`src/design/rft_pkg.sv`:
```
// constants, field layout and types of the timer1/timer2 control block
// assumes an 8-bit register port and one 40 MHz clock
package rft_pkg;

    // ************************************************
    // register offsets
    // ************************************************
    localparam logic [7:0] ADDR_T0_CNT_LO  = 8'h13; // timer0_count_low
    localparam logic [7:0] ADDR_T1_CTRL    = 8'h14; // timer1_control
    localparam logic [7:0] ADDR_T1_RLD_HI  = 8'h15; // timer1_reload_high
    localparam logic [7:0] ADDR_T1_RLD_LO  = 8'h16; // timer1_reload_low
    localparam logic [7:0] ADDR_T1_CNT_HI  = 8'h17; // timer1_count_high
    localparam logic [7:0] ADDR_T1_CNT_LO  = 8'h18; // timer1_count_low
    localparam logic [7:0] ADDR_T2_CTRL    = 8'h19; // timer2_control
    localparam logic [7:0] ADDR_IRQ_STAT   = 8'h20; // sticky underflow flags
    localparam logic [7:0] ADDR_IRQ_MASK   = 8'h21; // interrupt mask

    // ************************************************
    // field positions and reset values
    // ************************************************
    localparam int unsigned STOP_RX_BIT = 7;       // stop on receive
    localparam int unsigned START_LSB   = 4;       // start mode, two bits
    localparam int unsigned AUTO_BIT    = 3;       // auto reload
    localparam int unsigned CLK_LSB     = 0;       // clock select, two bits
    localparam logic [7:0]  CTRL_WMASK  = 8'hbb;   // reserved bits 6 and 2 read zero
    localparam logic [7:0]  CTRL_RST    = 8'h00;   // control reset value
    localparam logic [7:0]  RELOAD_RST  = 8'h00;   // reload byte reset value
    localparam int unsigned IRQ_T1_BIT  = 0;       // timer1_underflow_flag
    localparam int unsigned IRQ_T2_BIT  = 1;       // timer2_underflow_flag
    localparam logic [1:0]  IRQ_RST     = 2'h0;    // flags and mask reset

    // ************************************************
    // types
    // ************************************************
    typedef enum logic [1:0] {
        START_NONE     = 2'b00, // no automatic start
        START_TX_END   = 2'b01, // start at end of transmission
        START_LFO_NOUF = 2'b10, // oscillator trimming, no underflow
        START_LFO_UF   = 2'b11  // oscillator trimming with underflow
    } rft_start_t;

    typedef enum logic [1:0] {
        CLK_RF    = 2'b00, // 13.56 MHz carrier
        CLK_DIV   = 2'b01, // divided carrier
        CLK_T0    = 2'b10, // timer0 underflow
        CLK_OTHER = 2'b11  // the other timer's underflow
    } rft_clksel_t;

    typedef enum logic {
        ST_IDLE = 1'b0, // stopped
        ST_RUN  = 1'b1  // counting
    } rft_state_t;

endpackage

```
`src/design/rft_sync2.sv`:
```
// two-flop synchroniser with rising-edge detect
// assumes an asynchronous level input and the block clock
`timescale 1ns/1ps
`default_nettype none
module rft_sync2 (
    input  wire logic mclk_i,  // block clock
    input  wire logic rst_n_i, // synchronous reset, active low
    input  wire logic async_i, // level from outside the clock domain
    output logic      rise_o   // one-cycle pulse on a rising edge
);
    logic meta_q; // first stage, read only by the second
    logic sync_q; // second stage
    logic prev_q; // delayed copy for edge detect

    // ************************************************
    // synchroniser chain
    // ************************************************
    always_ff @(posedge mclk_i) begin
        if (!rst_n_i) begin
            meta_q <= 1'b0;
            sync_q <= 1'b0;
            prev_q <= 1'b0;
        end else begin
            meta_q <= async_i;
            sync_q <= meta_q;
            prev_q <= sync_q;
        end
    end

    assign rise_o = sync_q & ~prev_q;
endmodule
`default_nettype wire

```
`src/design/rft_timer_ctrl.sv`:
```
// What this block does
// timer1 count readable as two bytes
// host avoids counter reads during reception
// timer1 stops after first 4 received bits
// timer1 receive stop ignored while trimming
// start mode 01 starts at tx end
// modes 10/11 trim oscillator on edges
// timer1 auto reload restarts, else stops
// timer1 underflow sets its flag
// timer1 clock: carrier, divided, timer0, timer2
// start event loads 16-bit reload value; timer2 loads zero here
// reload writes wait for next start or auto reload
// timer2 stops after first 4 bits
// timer2 receive stop ignored while trimming
// timer2 start modes match timer1
// timer2 auto reload restarts, else stops
// timer2 underflow sets its flag
// timer2 clock: carrier, divided, timer0, timer1
// running bit changes only with enable; here also on tx end, oscillator edges, receive stop and one-shot underflow
// each tick decrements; past zero underflows
//
// registers, tick selection and interrupt for timer1 and timer2
// assumes the register port master of the same clock, carrier,
// divided carrier and oscillator arriving as asynchronous levels
`timescale 1ns/1ps
`default_nettype none
module rft_timer_ctrl (
    input  wire logic       mclk_i,                   // 40 MHz block clock
    input  wire logic       rst_n_i,                  // synchronous reset, active low
    input  wire logic [7:0] addr_i,                   // register address
    input  wire logic [7:0] wdata_i,                  // write data
    input  wire logic       wr_i,                     // write strobe
    input  wire logic       rd_i,                     // read strobe
    output logic      [7:0] rdata_o,                  // read data, cycle after rd_i
    input  wire logic       rf_clk_i,                 // 13.56 MHz carrier level
    input  wire logic       div_clk_i,                // divided carrier level
    input  wire logic       low_freq_oscillator_i,    // oscillator level
    input  wire logic       tx_end_i,                 // end of transmission pulse
    input  wire logic       rx_first4_i,              // first 4 bits received pulse
    input  wire logic       timer0_underflow_i,       // timer0 underflow pulse
    input  wire logic [7:0] timer0_count_low_i,       // timer0 count low byte
    input  wire logic       timer1_run_write_enable_i, // enable for timer1 running
    input  wire logic       timer1_running_i,         // new timer1 running bit
    input  wire logic       timer2_run_write_enable_i, // enable for timer2 running
    input  wire logic       timer2_running_i,         // new timer2 running bit
    output logic            timer1_running_o,         // timer1 counting
    output logic            timer2_running_o,         // timer2 counting
    output logic            timer1_underflow_o,       // timer1 underflow pulse
    output logic            timer2_underflow_o,       // timer2 underflow pulse
    output logic            irq_o                     // level interrupt
);
    import rft_pkg::*;

    // ************************************************
    // declarations
    // ************************************************
    logic [7:0]  t1_ctrl_q;   // timer1_control
    logic [7:0]  t1_rld_hi_q; // timer1_reload_high
    logic [7:0]  t1_rld_lo_q; // timer1_reload_low
    logic [7:0]  t2_ctrl_q;   // timer2_control
    logic [1:0]  stat_q;      // sticky underflow flags
    logic [1:0]  mask_q;      // interrupt mask
    logic [15:0] t1_count;    // timer1 count
    logic [15:0] t2_count;    // timer2 count
    logic [15:0] t2_reload;   // timer2_reload_value, tied to zero here
    logic        t1_run;      // timer1 running
    logic        t2_run;      // timer2 running
    logic        t1_uf;       // timer1 underflow pulse
    logic        t2_uf;       // timer2 underflow pulse
    logic        rf_tick;     // carrier edge
    logic        div_tick;    // divided carrier edge
    logic        lfo_rise;    // oscillator edge
    logic        t1_tick;     // timer1 count clock
    logic        t2_tick;     // timer2 count clock
    logic        wr_ctrl1;    // write to timer1_control
    logic        wr_ctrl2;    // write to timer2_control
    logic        wr_stat;     // write to flag register
    logic [7:0]  rdata_d;     // read mux
    logic [1:0]  uf_set;      // flag set terms

    // ************************************************
    // tick selection shared by both timers
    // ************************************************
    // picks one of the four count sources
    function automatic logic sel_tick(input logic [1:0] sel,
                                      input logic       rf,
                                      input logic       dv,
                                      input logic       t0,
                                      input logic       other);
        logic r;
        r = 1'b0;
        case (sel)
            CLK_RF:    r = rf;
            CLK_DIV:   r = dv;
            CLK_T0:    r = t0;
            CLK_OTHER: r = other;
            default:   r = 1'b0;
        endcase
        return r;
    endfunction

    // ************************************************
    // synchronisers for outside levels
    // ************************************************
    // carrier edge
    rft_sync2 u_sync_rf (
        .mclk_i  (mclk_i),
        .rst_n_i (rst_n_i),
        .async_i (rf_clk_i),
        .rise_o  (rf_tick)
    );

    // divided carrier edge
    rft_sync2 u_sync_div (
        .mclk_i  (mclk_i),
        .rst_n_i (rst_n_i),
        .async_i (div_clk_i),
        .rise_o  (div_tick)
    );

    // oscillator edge for trimming
    rft_sync2 u_sync_lfo (
        .mclk_i  (mclk_i),
        .rst_n_i (rst_n_i),
        .async_i (low_freq_oscillator_i),
        .rise_o  (lfo_rise)
    );

    // timer1: 10 timer0, 11 timer2
    assign t1_tick = sel_tick(t1_ctrl_q[CLK_LSB+:2], rf_tick, div_tick,
                              timer0_underflow_i, t2_uf);
    // timer2: 10 timer0, 11 timer1
    assign t2_tick = sel_tick(t2_ctrl_q[CLK_LSB+:2], rf_tick, div_tick,
                              timer0_underflow_i, t1_uf);

    // timer2 reload bytes live outside this block; zero here
    assign t2_reload = 16'h0000;

    // ************************************************
    // timer cores
    // ************************************************
    // timer1
    rft_tmr_core u_t1 (
        .mclk_i        (mclk_i),
        .rst_n_i       (rst_n_i),
        .stop_rx_i     (t1_ctrl_q[STOP_RX_BIT]),
        .start_mode_i  (rft_start_t'(t1_ctrl_q[START_LSB+:2])),
        .auto_reload_i (t1_ctrl_q[AUTO_BIT]),
        .reload_i      ({t1_rld_hi_q, t1_rld_lo_q}),
        .tick_i        (t1_tick),
        .tx_end_i      (tx_end_i),
        .rx_first4_i   (rx_first4_i),
        .lfo_rise_i    (lfo_rise),
        .run_we_i      (timer1_run_write_enable_i),
        .run_val_i     (timer1_running_i),
        .count_o       (t1_count),
        .running_o     (t1_run),
        .uflow_o       (t1_uf)
    );

    // timer2, same start modes as timer1
    rft_tmr_core u_t2 (
        .mclk_i        (mclk_i),
        .rst_n_i       (rst_n_i),
        .stop_rx_i     (t2_ctrl_q[STOP_RX_BIT]),
        .start_mode_i  (rft_start_t'(t2_ctrl_q[START_LSB+:2])),
        .auto_reload_i (t2_ctrl_q[AUTO_BIT]),
        .reload_i      (t2_reload),
        .tick_i        (t2_tick),
        .tx_end_i      (tx_end_i),
        .rx_first4_i   (rx_first4_i),
        .lfo_rise_i    (lfo_rise),
        .run_we_i      (timer2_run_write_enable_i),
        .run_val_i     (timer2_running_i),
        .count_o       (t2_count),
        .running_o     (t2_run),
        .uflow_o       (t2_uf)
    );

    // ************************************************
    // write decode
    // ************************************************
    assign wr_ctrl1 = wr_i && (addr_i == ADDR_T1_CTRL);
    assign wr_ctrl2 = wr_i && (addr_i == ADDR_T2_CTRL);
    assign wr_stat  = wr_i && (addr_i == ADDR_IRQ_STAT);

    // control registers; reserved bits held at zero
    always_ff @(posedge mclk_i) begin
        if (!rst_n_i) begin
            t1_ctrl_q <= CTRL_RST;
            t2_ctrl_q <= CTRL_RST;
        end else begin
            if (wr_ctrl1) begin
                t1_ctrl_q <= wdata_i & CTRL_WMASK;
            end
            if (wr_ctrl2) begin
                t2_ctrl_q <= wdata_i & CTRL_WMASK;
            end
        end
    end

    // reload bytes; the core samples them on start and on auto reload
    always_ff @(posedge mclk_i) begin
        if (!rst_n_i) begin
            t1_rld_hi_q <= RELOAD_RST;
            t1_rld_lo_q <= RELOAD_RST;
        end else if (wr_i) begin
            if (addr_i == ADDR_T1_RLD_HI) begin
                t1_rld_hi_q <= wdata_i;
            end
            if (addr_i == ADDR_T1_RLD_LO) begin
                t1_rld_lo_q <= wdata_i;
            end
        end
    end

    // ************************************************
    // interrupt flags and mask
    // ************************************************
    assign uf_set = {t2_uf, t1_uf};

    // sticky flags, write one to clear, set wins
    always_ff @(posedge mclk_i) begin
        if (!rst_n_i) begin
            stat_q <= IRQ_RST;
        end else begin
            stat_q <= (stat_q & ~(wr_stat ? wdata_i[1:0] : 2'h0)) | uf_set;
        end
    end

    // mask register
    always_ff @(posedge mclk_i) begin
        if (!rst_n_i) begin
            mask_q <= IRQ_RST;
        end else if (wr_i && addr_i == ADDR_IRQ_MASK) begin
            mask_q <= wdata_i[1:0];
        end
    end

    // interrupt level from flop
    always_ff @(posedge mclk_i) begin
        if (!rst_n_i) begin
            irq_o <= 1'b0;
        end else begin
            irq_o <= |(((stat_q & ~(wr_stat ? wdata_i[1:0] : 2'h0)) | uf_set) & mask_q);
        end
    end

    // ************************************************
    // read path
    // ************************************************
    // read mux, unmapped reads zero
    always_comb begin
        rdata_d = 8'h00;
        case (addr_i)
            ADDR_T0_CNT_LO: rdata_d = timer0_count_low_i;
            ADDR_T1_CTRL:   rdata_d = t1_ctrl_q;
            ADDR_T1_RLD_HI: rdata_d = t1_rld_hi_q;
            ADDR_T1_RLD_LO: rdata_d = t1_rld_lo_q;
            ADDR_T1_CNT_HI: rdata_d = t1_count[15:8];
            ADDR_T1_CNT_LO: rdata_d = t1_count[7:0];
            ADDR_T2_CTRL:   rdata_d = t2_ctrl_q;
            ADDR_IRQ_STAT:  rdata_d = {6'h00, stat_q};
            ADDR_IRQ_MASK:  rdata_d = {6'h00, mask_q};
            default:        rdata_d = 8'h00;
        endcase
    end

    // read data stands one cycle after the strobe only
    always_ff @(posedge mclk_i) begin
        if (!rst_n_i) begin
            rdata_o <= 8'h00;
        end else if (rd_i) begin
            rdata_o <= rdata_d;
        end else begin
            rdata_o <= 8'h00;
        end
    end

    // ************************************************
    // status outputs, registered copies
    // ************************************************
    always_ff @(posedge mclk_i) begin
        if (!rst_n_i) begin
            timer1_running_o   <= 1'b0;
            timer2_running_o   <= 1'b0;
            timer1_underflow_o <= 1'b0;
            timer2_underflow_o <= 1'b0;
        end else begin
            timer1_running_o   <= t1_run;
            timer2_running_o   <= t2_run;
            timer1_underflow_o <= t1_uf;
            timer2_underflow_o <= t2_uf;
        end
    end

    // ************************************************
    // checks
    // ************************************************
    chk_t1_count_read : assert property (@(posedge mclk_i) disable iff (!rst_n_i)
        rd_i && addr_i == ADDR_T1_CNT_LO |=> rdata_o == $past(t1_count[7:0]))
        else $error("count low byte read wrong");
    chk_t1_flag_set : assert property (@(posedge mclk_i) disable iff (!rst_n_i)
        t1_uf |=> stat_q[IRQ_T1_BIT]) else $error("timer1 flag not set");
    chk_t2_flag_set : assert property (@(posedge mclk_i) disable iff (!rst_n_i)
        t2_uf |=> stat_q[IRQ_T2_BIT]) else $error("timer2 flag not set");
    chk_t1_chain : assert property (@(posedge mclk_i) disable iff (!rst_n_i)
        t1_ctrl_q[CLK_LSB+:2] == CLK_OTHER |-> t1_tick == t2_uf)
        else $error("timer1 chain source wrong");
    chk_t2_chain : assert property (@(posedge mclk_i) disable iff (!rst_n_i)
        t2_ctrl_q[CLK_LSB+:2] == CLK_OTHER |-> t2_tick == t1_uf)
        else $error("timer2 chain source wrong");
    chk_run_enable : assert property (@(posedge mclk_i) disable iff (!rst_n_i)
        !timer1_run_write_enable_i && !tx_end_i && !lfo_rise && !rx_first4_i && !t1_tick
        |=> t1_run == $past(t1_run)) else $error("running changed without enable");
    chk_reload_quiet : assert property (@(posedge mclk_i) disable iff (!rst_n_i)
        wr_i && addr_i == ADDR_T1_RLD_LO && t1_run && !t1_tick && !timer1_run_write_enable_i
        && !lfo_rise && !rx_first4_i |=> $stable(t1_count)) else $error("reload write moved count");
    chk_tx_start : assert property (@(posedge mclk_i) disable iff (!rst_n_i)
        !t1_run && tx_end_i && t1_ctrl_q[START_LSB+:2] == START_TX_END
        && !timer1_run_write_enable_i |=> t1_run) else $error("no start at tx end");
endmodule
`default_nettype wire

```
`src/design/rft_tmr_core.sv`:
```
// one 16-bit down counter with start, stop, reload and underflow
// assumes tick and event inputs are one-cycle pulses on mclk_i
`timescale 1ns/1ps
`default_nettype none
module rft_tmr_core (
    input  wire logic               mclk_i,        // block clock
    input  wire logic               rst_n_i,       // synchronous reset, active low
    input  wire logic               stop_rx_i,     // stop on first received bits
    input  wire rft_pkg::rft_start_t start_mode_i, // start mode
    input  wire logic               auto_reload_i, // restart after zero
    input  wire logic [15:0]        reload_i,      // reload value
    input  wire logic               tick_i,        // selected count clock pulse
    input  wire logic               tx_end_i,      // end of transmission pulse
    input  wire logic               rx_first4_i,   // first 4 bits received pulse
    input  wire logic               lfo_rise_i,    // oscillator rising edge pulse
    input  wire logic               run_we_i,      // running bit may change
    input  wire logic               run_val_i,     // new running bit
    output logic [15:0]             count_o,       // current count
    output logic                    running_o,     // counting
    output logic                    uflow_o        // underflow pulse, registered
);
    import rft_pkg::*;

    rft_state_t  state_q;   // run state
    logic [15:0] count_q;   // counter
    logic        lfo_mode;  // trimming selected
    logic        is_run;    // in run state
    logic        start_ev;  // any start
    logic        stop_ev;   // any stop
    logic        at_zero;   // counter is zero
    logic        step;      // a count step this cycle
    logic        uf_now;    // underflow this cycle

    assign lfo_mode = start_mode_i[1];
    assign is_run   = (state_q == ST_RUN);
    assign at_zero  = (count_q == 16'h0000);
    // software or automatic start
    assign start_ev = (run_we_i & run_val_i)
                    | (~is_run & start_mode_i == START_TX_END & tx_end_i)
                    | (~is_run & lfo_mode & lfo_rise_i);
    // software, trimming edge or receive stop; receive stop off in trimming
    assign stop_ev  = (run_we_i & ~run_val_i)
                    | (is_run & lfo_mode & lfo_rise_i)
                    | (is_run & stop_rx_i & ~lfo_mode & rx_first4_i);
    assign step     = tick_i & is_run & ~start_ev & ~stop_ev;
    assign uf_now   = step & at_zero & (start_mode_i != START_LFO_NOUF);

    // ************************************************
    // run state
    // ************************************************
    always_ff @(posedge mclk_i) begin
        if (!rst_n_i) begin
            state_q <= ST_IDLE;
        end else begin
            case (1'b1)
                stop_ev:                   state_q <= ST_IDLE;
                start_ev:                  state_q <= ST_RUN;
                uf_now & ~auto_reload_i:   state_q <= ST_IDLE;
                default:                   state_q <= state_q;
            endcase
        end
    end

    // ************************************************
    // counter and underflow pulse
    // ************************************************
    always_ff @(posedge mclk_i) begin
        if (!rst_n_i) begin
            count_q <= 16'h0000;
            uflow_o <= 1'b0;
        end else begin
            uflow_o <= uf_now;
            if (start_ev && !stop_ev) begin
                count_q <= reload_i;
            end else if (uf_now && auto_reload_i) begin
                count_q <= reload_i;
            end else if (step && !at_zero) begin
                count_q <= count_q - 16'h0001;
            end
        end
    end

    assign count_o   = count_q;
    assign running_o = state_q;

    chk_start_loads : assert property (@(posedge mclk_i) disable iff (!rst_n_i)
        start_ev && !stop_ev |=> count_q == $past(reload_i)) else $error("start missed reload");
    chk_rx_stop : assert property (@(posedge mclk_i) disable iff (!rst_n_i)
        is_run && stop_rx_i && !lfo_mode && rx_first4_i && !start_ev |=> !is_run)
        else $error("receive stop ignored");
    chk_lfo_no_rx : assert property (@(posedge mclk_i) disable iff (!rst_n_i)
        is_run && lfo_mode && !lfo_rise_i && !run_we_i && !tick_i |=> is_run)
        else $error("timer stopped in trimming mode");
    chk_auto_reload : assert property (@(posedge mclk_i) disable iff (!rst_n_i)
        uf_now && !auto_reload_i |=> !is_run ##1 $stable(count_q) || !is_run)
        else $error("one-shot timer kept running");
    chk_decrement : assert property (@(posedge mclk_i) disable iff (!rst_n_i)
        step && !at_zero |=> count_q == $past(count_q) - 16'h0001)
        else $error("count step wrong");
endmodule
`default_nettype wire

```
`config.mk`:
```
export PLATFORM = sky130hd
export DESIGN_NAME = rft_timer_ctrl
export DESIGN_NICKNAME = d
export VERILOG_FILES = /design/src/design/rft_pkg.sv /design/src/design/rft_sync2.sv /design/src/design/rft_timer_ctrl.sv /design/src/design/rft_tmr_core.sv
export SDC_FILE = /design/constraint.sdc
export NUM_CORES = 1
export LEC_CHECK = 0
export BUFFER_PORTS_ARGS = -buffer_cell sky130_fd_sc_hd__buf_2
export CORE_UTILIZATION = 40
export CTS_CLUSTER_SIZE = 25
export DETAILED_ROUTE_END_ITERATION = 6
export GPL_TIMING_DRIVEN = 0
export PLACE_DENSITY_LB_ADDON = 0.25
export SYNTH_ARGS = -nofsm -noshare
export SYNTH_HDL_FRONTEND = slang
export SYNTH_HIERARCHICAL = 1
export SYNTH_SLANG_ARGS = --single-unit
```
`constraint.sdc`:
```
create_clock -name mclk_i -period 5.63 [get_ports mclk_i]
set_input_delay 0 -clock mclk_i [delete_from_list [all_inputs] [get_ports mclk_i]]
set_output_delay 0 -clock mclk_i [all_outputs]
set_load 0.01 [all_outputs]
```
==> results.txt, run 1 <==
* Setup Slack @ Placement: 2.962 ns
* Number of antenna violations at the first check in global routing: 0
- After detailed placement, the design holds a cell count of between 800 and 900.
- The first global-routing pass estimated approximately 25 mm of wire.
* Fill cell total of the finished layout: 1,199
- The finished layout holds 830 standard cells, fillers aside.
* Placed inst area: 5592 sq um
* P&R area growth vs syn: 19.00%
- Mapped cell area: just over 5000 sq um
- Pwr/cell area: 258.1 nW/um^2
- Die Outline Area: about 13,000 sq um
* Number of slew-limit violations in the final report: 0
* Largest area contributor in the netlist: sky130_fd_sc_hd__dfxtp_1
- Count of mapped cells out of synthesis: between 500 and 600
- The first detailed-routing pass ran for 4 iterations.
- The finished cells cover around 6000 sq um.
- Max H-tree Level: 3
- First-iteration detailed-routing DRC count: around 390
* Final setup slack of the worst path: roughly 2.9 ns
- Yosys mapped a number of flops with a built-in enable equal to 0.
- Clock latency on the worst-skew pair: 0.35 ns
- Dominant register cell in the synthesized netlist: sky130_fd_sc_hd__dfxtp_1
- DP Wirelength: between 10 and 15 mm
* Slack of the worst reg-to-reg path: 2.89 ns
* Remaining DRCs: 0
- STA classifies the critical path startpoint as a register.
- Dividing the final minimum period by the clock period gives 0.4866.
- Highest ir drop seen on vdd: 0.1501 mV
- Synthesis warning total: 6
- Count of endpoints failing setup in the final report: 0
- Routed length per instance: around 19 um
- The number of clock buffers added by TritonCTS is 9.
- Clock sink count: 90
- At the end of the flow, the number of nets in the layout was 699.
- Highest attainable clock frequency: 365.0 MHz
- Overall power: between 1.5 and 2 mW
- The analysis attributes to cell leakage a power of between 2 and 2.5 nW.
* Hold-critical path depth: 3
* Avg Inst Size Synth: around 8.9 sq um
- Number of buffers between clock root and the deepest sink: 2
- The floorplan step set the die height to 114.8 um.
* Type of the worst min-delay path: input pin to register
- Pin count of the biggest net entering global routing: 15
- Weighted congestion reported at the end of routability-driven placement: about 0.91
* Max-capacitance violation count: 0
- N_diodes: 0
* Clock Root Buffer: sky130_fd_sc_hd__clkbuf_16
- STA puts the critical path data arrival time at around 3 ns.
- Setup repair after global routing left no endpoint under its margin.
* Area share of the largest cell type after synthesis: 0.3543
* Final clock skew: 0.007421 ns
- Run status: finished, final reports clean
- Vias: a little under 5,000
- The synthesized design contains 90 register bits.
- Reg2Reg Depth: 8
- Total count of hold-check failures in the final report: 0
* Count of boundary I/O pins: between 50 and 60
- Share of cells above drive strength 1: 0.1586
- In the global route stage, overall resource usage came out at 0.2464.
- Of the synthesized area, sequential elements account for 0.3543.
* Row count: 40
* Number of global-route vias before repair: about 4,600
* Leading post-synthesis cells by cell area: sky130_fd_sc_hd__dfxtp_1 (35%), sky130_fd_sc_hd__mux2i_1 (6.5%), sky130_fd_sc_hd__nor2b_1 (5.4%)
- Once detail routing completed, the nets flagged for antenna violations numbered 0.
- Die Wd: around 110 um
* TritonCTS clock tree: built
- Wires add up to 15.38 mm.
- Setup tns final: 0 ns
* Async set-or-reset flop fraction in the synthesized netlist: 0
* Relative slew slack: 0.2514
- Kind of critical path: register to register
- Number of port buffers: 48
- CORE AREA: ~12,000 sq um
- Hold timing on the final database bottoms out at a slack of between 0.02 and 0.03 ns.
- Measured on the finished design, the core utilization comes to 0.4955.
- Least-Margin Pin Slew: 1.116 ns
* Fin crit period: about 2.7 ns
- The initial utilization of the core area, before any placement, comes to 0.4164.
- STA classifies the critical path endpoint as a register.
* Routed vias/inst: 5.869
- At the worst endpoint, the required time is around 5.9 ns.
* Critical-path maximum fanout: 10
- Global routing finished with a remaining overflow of 0.
- Clock Pin Slew Worst Setup and Hold Paths: ~0.060 ns
- After synthesis, the netlist uses 60 different library cells.
sequential cells by signal (all words and copies together), names as in the netlist, 2 cells and up:
| signal | count |
|---|---|
| t1_rld_hi_q | 8 |
| t1_ctrl_q | 6 |
| t1_rld_lo_q | 8 |
| u_t2/count_o | 16 |
| stat_q | 2 |
| rdata_o | 8 |
| t2_ctrl_q | 6 |
| u_t1/count_o | 16 |
| mask_q | 2 |
path summary, 6_finish.rpt:
kind | start | to
hold reg to reg | u_sync_lfo/meta_q | u_sync_lfo/sync_q
setup reg to reg | t1_ctrl_q[0] | u_t1/count_o[13]
setup / recovery | t1_ctrl_q[0] | u_t1/count_o[13]
hold / removal | wdata_i[1] | t1_rld_hi_q[1]
power breakdown:
part / switching [mW] / total, mW / internal, mW / leakage [nW]
registers: 0.0168 / 0.670 / 0.653 / 0.731
logic: 0.125 / 0.208 / 0.0826 / 1.33
clock network: 0.260 / 0.685 / 0.425 / 0.165
layout by cell type (no fill, tap or decap), types with 6 or more instances in the layout:
master                          Yosys  routed
sky130_fd_sc_hd__or3_1             10      10
sky130_fd_sc_hd__nor2b_1           44      44
sky130_fd_sc_hd__dlygate4sd3_1      0      12
sky130_fd_sc_hd__nor3_1            13      13
sky130_fd_sc_hd__or4_1              9       9
sky130_fd_sc_hd__a31oi_1           13      13
sky130_fd_sc_hd__nor4_1             8       8
sky130_fd_sc_hd__buf_2              3      51
sky130_fd_sc_hd__inv_1              6       6
sky130_fd_sc_hd__mux2_2             7       7
sky130_fd_sc_hd__nand4b_1           6       6
sky130_fd_sc_hd__and3_1             8       8
sky130_fd_sc_hd__o211ai_1           9       9
sky130_fd_sc_hd__nand3_1           22      22
sky130_fd_sc_hd__nand2b_1           7       7
sky130_fd_sc_hd__mux2i_1           33      33
sky130_fd_sc_hd__a211oi_1           6       6
sky130_fd_sc_hd__nor2_1            22      22
sky130_fd_sc_hd__and2_1            18      18
sky130_fd_sc_hd__conb_1             1      16
sky130_fd_sc_hd__nand2_1           31      31
sky130_fd_sc_hd__clkbuf_1          27      27
sky130_fd_sc_hd__nand4_1           33      33
sky130_fd_sc_hd__clkbuf_16          0       9
sky130_fd_sc_hd__a21oi_1           24      24
sky130_fd_sc_hd__xor2_1             6       6
sky130_fd_sc_hd__o21ai_0           18      18
sky130_fd_sc_hd__dfxtp_1           90      90
sky130_fd_sc_hd__nand3b_1          11      11
worst max-delay path, cell delays in order (launching register included):
cell and delay (ns):
sky130_fd_sc_hd__dfxtp_1 0.40, sky130_fd_sc_hd__mux4_2 0.56, sky130_fd_sc_hd__nor2b_1 0.16, sky130_fd_sc_hd__and3_1 0.17
sky130_fd_sc_hd__clkbuf_1 0.20, sky130_fd_sc_hd__nand3_1 0.21, sky130_fd_sc_hd__clkbuf_1 0.45, sky130_fd_sc_hd__a21boi_0 0.18
sky130_fd_sc_hd__o31a_1 0.29
area by class of cell:
class / instances / area [sq um] / share of cell area
Clock buffer: 12 / 266.5 / 0.04404
Multi-Input combinational cell: 457 / 3167 / 0.5234
Sequential cell: 90 / 1802 / 0.2978
Buffer: 33 / 150.1 / 0.02481
Timing Repair Buffer: 60 / 360.3 / 0.05955
Inverter: 6 / 22.52 / 0.003722
Clock inverter: 4 / 72.57 / 0.01199
Tap cell: 168 / 210.2 / 0.03474
layer usage:
metal / global-route usage / vias to the layer above / routed length, um
met3: 0.05799 / 14 / 1011
met2: 0.3580 / 207 / 6502
met1: 0.3630 / 2333 / 7669
met5: 0 / - / 0
li1: - / 2317 / -
met4: 0.06580 / 0 / 199
Yosys cell counts (3+ instances only):
library cell,n
sky130_fd_sc_hd__a211o_1,4
sky130_fd_sc_hd__a211oi_1,6
sky130_fd_sc_hd__a21boi_0,4
sky130_fd_sc_hd__a21oi_1,24
sky130_fd_sc_hd__a221oi_1,3
sky130_fd_sc_hd__a22o_1,3
sky130_fd_sc_hd__a22oi_1,4
sky130_fd_sc_hd__a31oi_1,13
sky130_fd_sc_hd__and2_1,18
sky130_fd_sc_hd__and3_1,8
sky130_fd_sc_hd__and3b_1,3
sky130_fd_sc_hd__and4_1,4
sky130_fd_sc_hd__buf_2,3
sky130_fd_sc_hd__buf_6,3
sky130_fd_sc_hd__clkbuf_1,27
sky130_fd_sc_hd__dfxtp_1,90
sky130_fd_sc_hd__ha_1,4
sky130_fd_sc_hd__inv_1,6
sky130_fd_sc_hd__mux2_2,7
sky130_fd_sc_hd__mux2i_1,33
sky130_fd_sc_hd__mux4_2,4
sky130_fd_sc_hd__nand2_1,31
sky130_fd_sc_hd__nand2b_1,7
sky130_fd_sc_hd__nand3_1,22
sky130_fd_sc_hd__nand3b_1,11
sky130_fd_sc_hd__nand4_1,33
sky130_fd_sc_hd__nand4b_1,6
sky130_fd_sc_hd__nor2_1,22
sky130_fd_sc_hd__nor2b_1,44
sky130_fd_sc_hd__nor2b_4,3
sky130_fd_sc_hd__nor3_1,13
sky130_fd_sc_hd__nor3_4,3
sky130_fd_sc_hd__nor3b_1,3
sky130_fd_sc_hd__nor4_1,8
sky130_fd_sc_hd__nor4_4,3
sky130_fd_sc_hd__o211ai_1,9
sky130_fd_sc_hd__o21ai_0,18
sky130_fd_sc_hd__or3_1,10
sky130_fd_sc_hd__or3b_2,5
sky130_fd_sc_hd__or4_1,9
sky130_fd_sc_hd__or4_4,4
sky130_fd_sc_hd__xor2_1,6
logic make-up after synthesis:
kind of cell,synth area share
AOI/OAI and AO/OA,0.1430
other,0.0007375
and+or+nand+nor,0.3497
muxes,0.09818
buffers and inverters,0.03396
DFF,0.3543
adders and majority gates,0.009843
xor gates and xnor gates,0.01033
repair_timing:
action,4_1_cts,5_1_grt
buffers inserted,0,0
hold endpoints to repair,26,0
gates resized for setup,0,0
hold buffers,12,0
endpoints found under the setup margin,0,0
Note: power is estimated with default switching activity, not from simulation.
==> run 2: changes to the inputs <==
clock period = 2.5 ns   (was 5.63 ns; I/O delays follow)
==> results.txt, run 2 (synthesis results as in run 1) <==
- Fill cell total of the finished layout: about 1,200
- In the layout the commonest cells are sky130_fd_sc_hd__dfxtp_1 (89), sky130_fd_sc_hd__buf_2 (52), sky130_fd_sc_hd__nor2b_1 (44).
- The cell sitting at the root of the clock tree is a sky130_fd_sc_hd__clkbuf_16.
* Pwr/cell area: 577.4 nW/um^2
- Vertical die dimension: 114.8 um
* Final net count: a little under 700
- Cell class contributing the biggest share of worst-path delay: simple AND/OR/NAND/NOR gates
* Max-capacitance violation count: 0
- For the pin with the worst max-slew slack, the measured transition is 0.8076 ns.
- Wire length of the first global-routing pass: between 20 and 25 mm
- Clock sink count: 90
* Remaining number of nets flagged by the antenna check after routing: 0
- Routed length per instance: ~19 um
- The first routing iteration left ~430 violations.
* Drt first pass iters: 5
- Clock latency on the worst-skew pair: between 0.3 and 0.4 ns
* Arrival time at the worst endpoint: 2.67 ns
- Row count: 40
- After layout, the minimum clock period comes to approximately 2.4 ns.
* DP Wirelength: roughly 11 mm
* Count of endpoints failing setup in the final report: 0
- Counting along the longest clock path gives a buffer depth of 2.
* Startpoint kind of the worst setup timing path: register
* Leak pwr: ~2.2 nW
- Share of cells above drive strength 1: 0.1942
- Headroom to the max-slew limit came out at 0.4593.
* N_diodes: 0
- Number of slew-limit violations in the final report: 0
* Die Outline Area: about 13,000 sq um
* Count of boundary I/O pins: around 50
* FF+latch area: between 1500 and 2000 sq um
- Logic depth of the worst path, buffers included: 6
- Kind of critical path: register to register
* Delay of the slowest cell on the worst path: between 0.6 and 0.7 ns
* Worst setup path startpoint: u_t1/count_o[7]
- Cell total after placement: about 800
- Total routed wirelength: ~16 mm
- In this run the worst setup path terminates at u_t1/count_o[12].
* CORE AREA: 12,210 sq um
* P&R area growth vs syn: 20.50%
- In the routed design, unresolved DRC markers number 0.
* Total count of hold-check failures in the final report: 0
- Across the routed clock network, the largest skew measured is 0.006969 ns.
- Setup repair after global routing left no endpoint under its margin.
- VDD sags by at most 0.3401 mV.
- Grt ovf: 0
- For this block, the via count after detailed routing is approximately 5,000.
* Weighted congestion reported at the end of routability-driven placement: ~0.9
- TritonCTS built the clock tree.
- Area of combinational cells with multiple inputs: ~3200 sq um
- The worst register-to-register path has a depth of 6.
* R2r endpoint: u_t1/count_o[12]
* GRT Total Usage: 0.2465
* Critical-path maximum fanout: 10
* Number of port buffers: 48
* Clock Pin Slew Worst Setup and Hold Paths: around 0.070 ns
* Slack of the worst reg-to-reg path: around 0.065 ns
* Data required time at the worst endpoint: approximately 2.7 ns
- Number of antenna violations at the first check in global routing: 0
* Endpoint type of the worst setup path: register
* Type of the worst min-delay path: input pin to register
* FF-to-FF Start: u_t1/count_o[7]
- Most common cell after layout, fill and taps aside: sky130_fd_sc_hd__dfxtp_1
- Excluding fillers, the count of instances in the completed layout stands at a little over 800.
- Number of global-route vias before repair: around 4,600
* Cts bufs inserted: 9
- Final hold slack: about 0.026 ns
- Dividing the final minimum period by the clock period gives 0.9738.
- Derived from the worst setup path, the maximum achievable clock frequency is slightly above 400 MHz.
- Pin count of the biggest net entering global routing: 15
- The signal on the critical path passes through or4_4 > or4_4 > buf_2 > nand3_1 > a21oi_1 > a221o_1.
* Die Wd: 114.8 um
- Cell at the slowest stage of the critical path: sky130_fd_sc_hd__or4_4
- Buffers and inverters on the worst path: 1
- The flow ran to the end, and the final reports show no timing, DRC or antenna violations.
- Counting stages on the worst path, the most repeated cell is sky130_fd_sc_hd__or4_4.
- For this configuration, the core starts out at a cell density of 0.4164.
- Routed vias/inst: between 5 and 6
* Max H-tree Level: 3
==> run 2: timing repair <==
item | 4_1_cts | 5_1_grt
endpoints found under the setup margin | 18 | 29
endpoints found under the hold margin | 26 | 0
gates resized for setup | 10 | 23
hold buffers | 12 | 0
pin swaps | 0 | 2
buffers inserted | 0 | 1
cloned | 0 | 0
==> run 2: per-stage QoR <==
stage	worst slack [ns]	TNS [ns]	total power [mW]	area (sq um)	utilization
after floorplan	0.2193	0	1.835	5141	-
after global placement	-0.1599	-0.8453	1.972	5592	0.4579
after detailed placement	-0.1683	-1.142	1.979	5592	0.4579
after CTS	0.002542	0	3.538	6073	0.4973
after global routing	0.002960	0	3.671	6127	0.5017
final	0.06541	0	3.538	6127	0.5017
==> run 2: where the power goes <==
group	internal [mW]	switching (mW)
clock	0.956	0.585
sequential	1.47	0.0390
combinational	0.197	0.292
==> run 2: worst min-delay path by stage <==
| stage | startpoint | to | slack, ns | depth (start not counted) |
|---|---|---|---|---|
| final | wdata_i[1] | t1_rld_hi_q[1] | 0.03 | 3 |
| after global routing | wdata_i[0] | t1_rld_lo_q[0] | 0.04 | 3 |
| after CTS | wdata_i[1] | t2_ctrl_q[1] | 0.008 | 3 |
| after detailed placement | rf_clk_i | u_sync_rf/meta_q | 0.22 | 2 |
| after global placement | div_clk_i | u_sync_div/meta_q | 0.21 | 2 |
| after floorplan | rst_n_i | u_sync_div/meta_q | 0.12 | 1 |
==> run 2: final cells by class <==
type,count,area share
clock inverter,4,0.01184
inverter,6,0.003676
multi-input combinational,457,0.5279
sequential,90,0.2947
timing repair buffer,61,0.06004
clock buffer,12,0.04350
buffer,29,0.02410
tap,168,0.03431
==> run 2: worst reg2reg max path, stage by stage (launching register included) <==
cell and delay [ns]:
sky130_fd_sc_hd__dfxtp_1 0.41, sky130_fd_sc_hd__or4_4 0.63, sky130_fd_sc_hd__or4_4 0.56, sky130_fd_sc_hd__buf_2 0.21, sky130_fd_sc_hd__nand3_1 0.16, sky130_fd_sc_hd__a21oi_1 0.08
sky130_fd_sc_hd__a221o_1 0.27
==> run 2: layer usage <==
metal / routed length, um / GRT usage / part of all wire / vias to the layer above
li1: - / - / - / 2310
met1: 7582 / 0.3621 / 0.49 / 2341
met2: 6647 / 0.3592 / 0.43 / 201
met3: 1146 / 0.05799 / 0.074 / 14
met4: 191 / 0.06667 / 0.012 / 0
met5: 0 / 0 / 0 / -
==> run 3: changes to the inputs <==
BUFFER_PORTS_ARGS = -buffer_cell sky130_fd_sc_hd__buf_4   (was -buffer_cell sky130_fd_sc_hd__buf_2)
SKIP_CTS_REPAIR_TIMING = 1   (was default)
clock period = 2.2 ns   (was 2.5 ns; I/O delays follow)
==> results.txt, run 3 (synthesis results as in run 1) <==
- The clock drives 90 sinks.
* Arrival time at the worst endpoint: 2.55 ns
- The die is 114.8 um tall.
- For the final database, setup skew stands at 0.009518 ns.
- In the layout the commonest cells are sky130_fd_sc_hd__buf_4 (78), sky130_fd_sc_hd__dfxtp_1 (76), sky130_fd_sc_hd__nor2b_1 (42).
* GRT Total Usage: 0.2482
- The total count of hold-check failures in the final report was 0.
- Highest ir drop seen on vdd: about 0.37 mV
- Clock latency on the worst-skew pair: around 0.35 ns
* RSZ-0062 raised after global routing: true
- Internal power: 2.918 mW
- Startpoint kind of the worst setup timing path: register
- In the final timing run, aggregate negative setup slack is -0.2850 ns.
- Most common cell after layout, fill and taps aside: sky130_fd_sc_hd__buf_4
- Sequential group share of total power: 0.432
- Dividing total power by cell area gives a power density of a little under 600 nW/um^2.
- Total routed wirelength: roughly 16 mm
* Pin count of the biggest net entering global routing: 15
* P&R area growth vs syn: 30.86%
* Placed inst area: ~5700 sq um
- Grt ovf: 0
- In the post-route analysis, the smallest setup slack over all paths is -0.05630 ns.
- Leak pwr: approximately 2.5 nW
* Clock Root Buffer: sky130_fd_sc_hd__clkbuf_16
- Remaining DRCs: 0
- The initial utilization of the core area, before any placement, comes to 0.4164.
- The first global-routing pass estimated around 25 mm of wire.
- Number of buffers between clock root and the deepest sink: 2
- The final route contains between 5,000 and 6,000 vias.
* Number of antenna violations at the first check in global routing: 0
* Clock Pin Slew Worst Setup and Hold Paths: approximately 0.060 ns
* Count of endpoints failing setup in the final report: 11
- Routed vias/inst: between 5 and 6
* Run status: finished, violations left
- Routed length per instance: roughly 19 um
* Period utilisation layout: 1.026
* Highest attainable clock frequency: 443.2 MHz
* Post-layout instance area: 6654 sq um
- Share of cells above drive strength 1: 0.2747
* Final net count: a little over 700
- The max-slew violation total from the final report came to 0.
- Critical-path maximum fanout: 4
- Weighted congestion reported at the end of routability-driven placement: 0.8996
* Least-Margin Pin Slew: 0.8365 ns
- The critical path in this run is classified as register to register.
- TritonCTS built the clock tree.
- Remaining number of nets flagged by the antenna check after routing: 0
- Power share of the clock group: 0.398
- Most used cell along the critical path: sky130_fd_sc_hd__or4_4
* Fin crit period: 2.256 ns
- Relative slew slack: 0.4399
- Of the total power, combinational logic draws 0.170.
- The checks that failed: negative setup slack.
- Once detailed placement completed, the half-perimeter wirelength came to between 10 and 15 mm.
- Max H-tree Level: 3
- Final hold analysis gives a worst-case slack of about 0.054 ns.
- Delay of the slowest cell on the worst path: a little under 0.6 ns
- Clock tree synthesis inserted a total of 9 buffers.
* Row count: 40
* Drt first pass iters: 5
- Of the total power, the share spent switching nets is 0.2652.
- Max-capacitance violation count: 0
- Data on the critical path is required at its endpoint by approximately 2.5 ns.
* Type of the worst min-delay path: input pin to register
* Number of port buffers: 48
* Count of boundary I/O pins: between 50 and 60
- The critical path goes through inv_4 > ha_4 > or3b_4 > or4_4 > and2_4 > or4_4 > nand3_2.
* Endpoint type of the worst setup path: register
- Number of global-route vias before repair: 4,699
* Die Outline Area: 13,170 sq um
- Fill cell total of the finished layout: 1,117
* Net switching component of the power: approximately 1.1 mW
- The slowest stage of the critical path belongs to the cell sky130_fd_sc_hd__or4_4.
* N_diodes: 0
- Die Wd: roughly 110 um
- CORE AREA: between 10,000 and 15,000 sq um
- After the first detailed-routing iteration, the DRC count stood at about 440.
## run 3: cell types whose count changed in the layout (fill, tap and decap cells not counted), sizes merged
| cell | before | now |
|---|---|---|
| bufinv | 2 | 1 |
| buf | 57 | 85 |
| clkinvlp | 1 | 0 |
| dlygate4sd3 | 12 | 17 |
| clkbuf | 33 | 31 |
## run 3: metrics by stage
stage | util | worst slack (ns) | total power [mW] | instances
5_1_grt | 0.5449 | -0.08146 | 4.124 | 856
3_5_place_dp | 0.4698 | -0.4853 | 2.289 | 802
4_1_cts | 0.4943 | -0.4879 | 3.871 | 818
2_1_floorplan | - | -0.005276 | 2.100 | 586
3_3_place_gp | 0.4698 | -0.4701 | 2.279 | 802
6_report | 0.5449 | -0.05630 | 3.971 | 856
## run 3: area by class of cell
class	instances	area, sq um	area share
repair buffers	92	733.2	0.1102
multi-input cells	457	3386	0.5088
plain buffers	27	161.4	0.02426
clock inverters	2	35.03	0.005265
clock buffers	14	264.0	0.03968
inverters	6	30.03	0.004513
flip-flops and latches	90	1834	0.2757
well taps	168	210.2	0.03159
## run 3: final timing paths
| check | start | to | slack, ns | depth (start not counted) |
|---|---|---|---|---|
| setup / recovery | u_t1/count_o[1] | u_t1/count_o[2] | -0.06 | 7 |
| setup reg to reg | u_t1/count_o[1] | u_t1/count_o[2] | -0.06 | 7 |
| hold / removal | addr_i[6] | rdata_o[6] | 0.05 | 4 |
| hold reg to reg | u_sync_div/meta_q | u_sync_div/sync_q | 0.43 | 1 |
## run 3: power by group through the flow
| stage | combinational (mW) | clock (mW) | sequential (mW) |
|---|---|---|---|
| after floorplan | 0.363 | 0 | 1.74 |
| after global placement | 0.531 | 0 | 1.75 |
| after detailed placement | 0.540 | 0 | 1.75 |
| after CTS | 0.542 | 1.62 | 1.71 |
| after global routing | 0.715 | 1.69 | 1.72 |
| final | 0.674 | 1.58 | 1.72 |
## run 3: worst max-delay path: cells and delay by family, from the launching register on
family	cells	cell delay, ns
buffers and inverters	1	0.06
adders and majority gates	1	0.12
DFF	1	0.36
and+or+nand+nor	5	1.65
## run 3: per-layer routing
metal,track usage,share of wire,up-vias
met3,0.05061,0.069,38
li1,-,-,2364
met5,0,0,-
met1,0.3537,0.47,2479
met4,0.1126,0.026,0
met2,0.3596,0.43,232
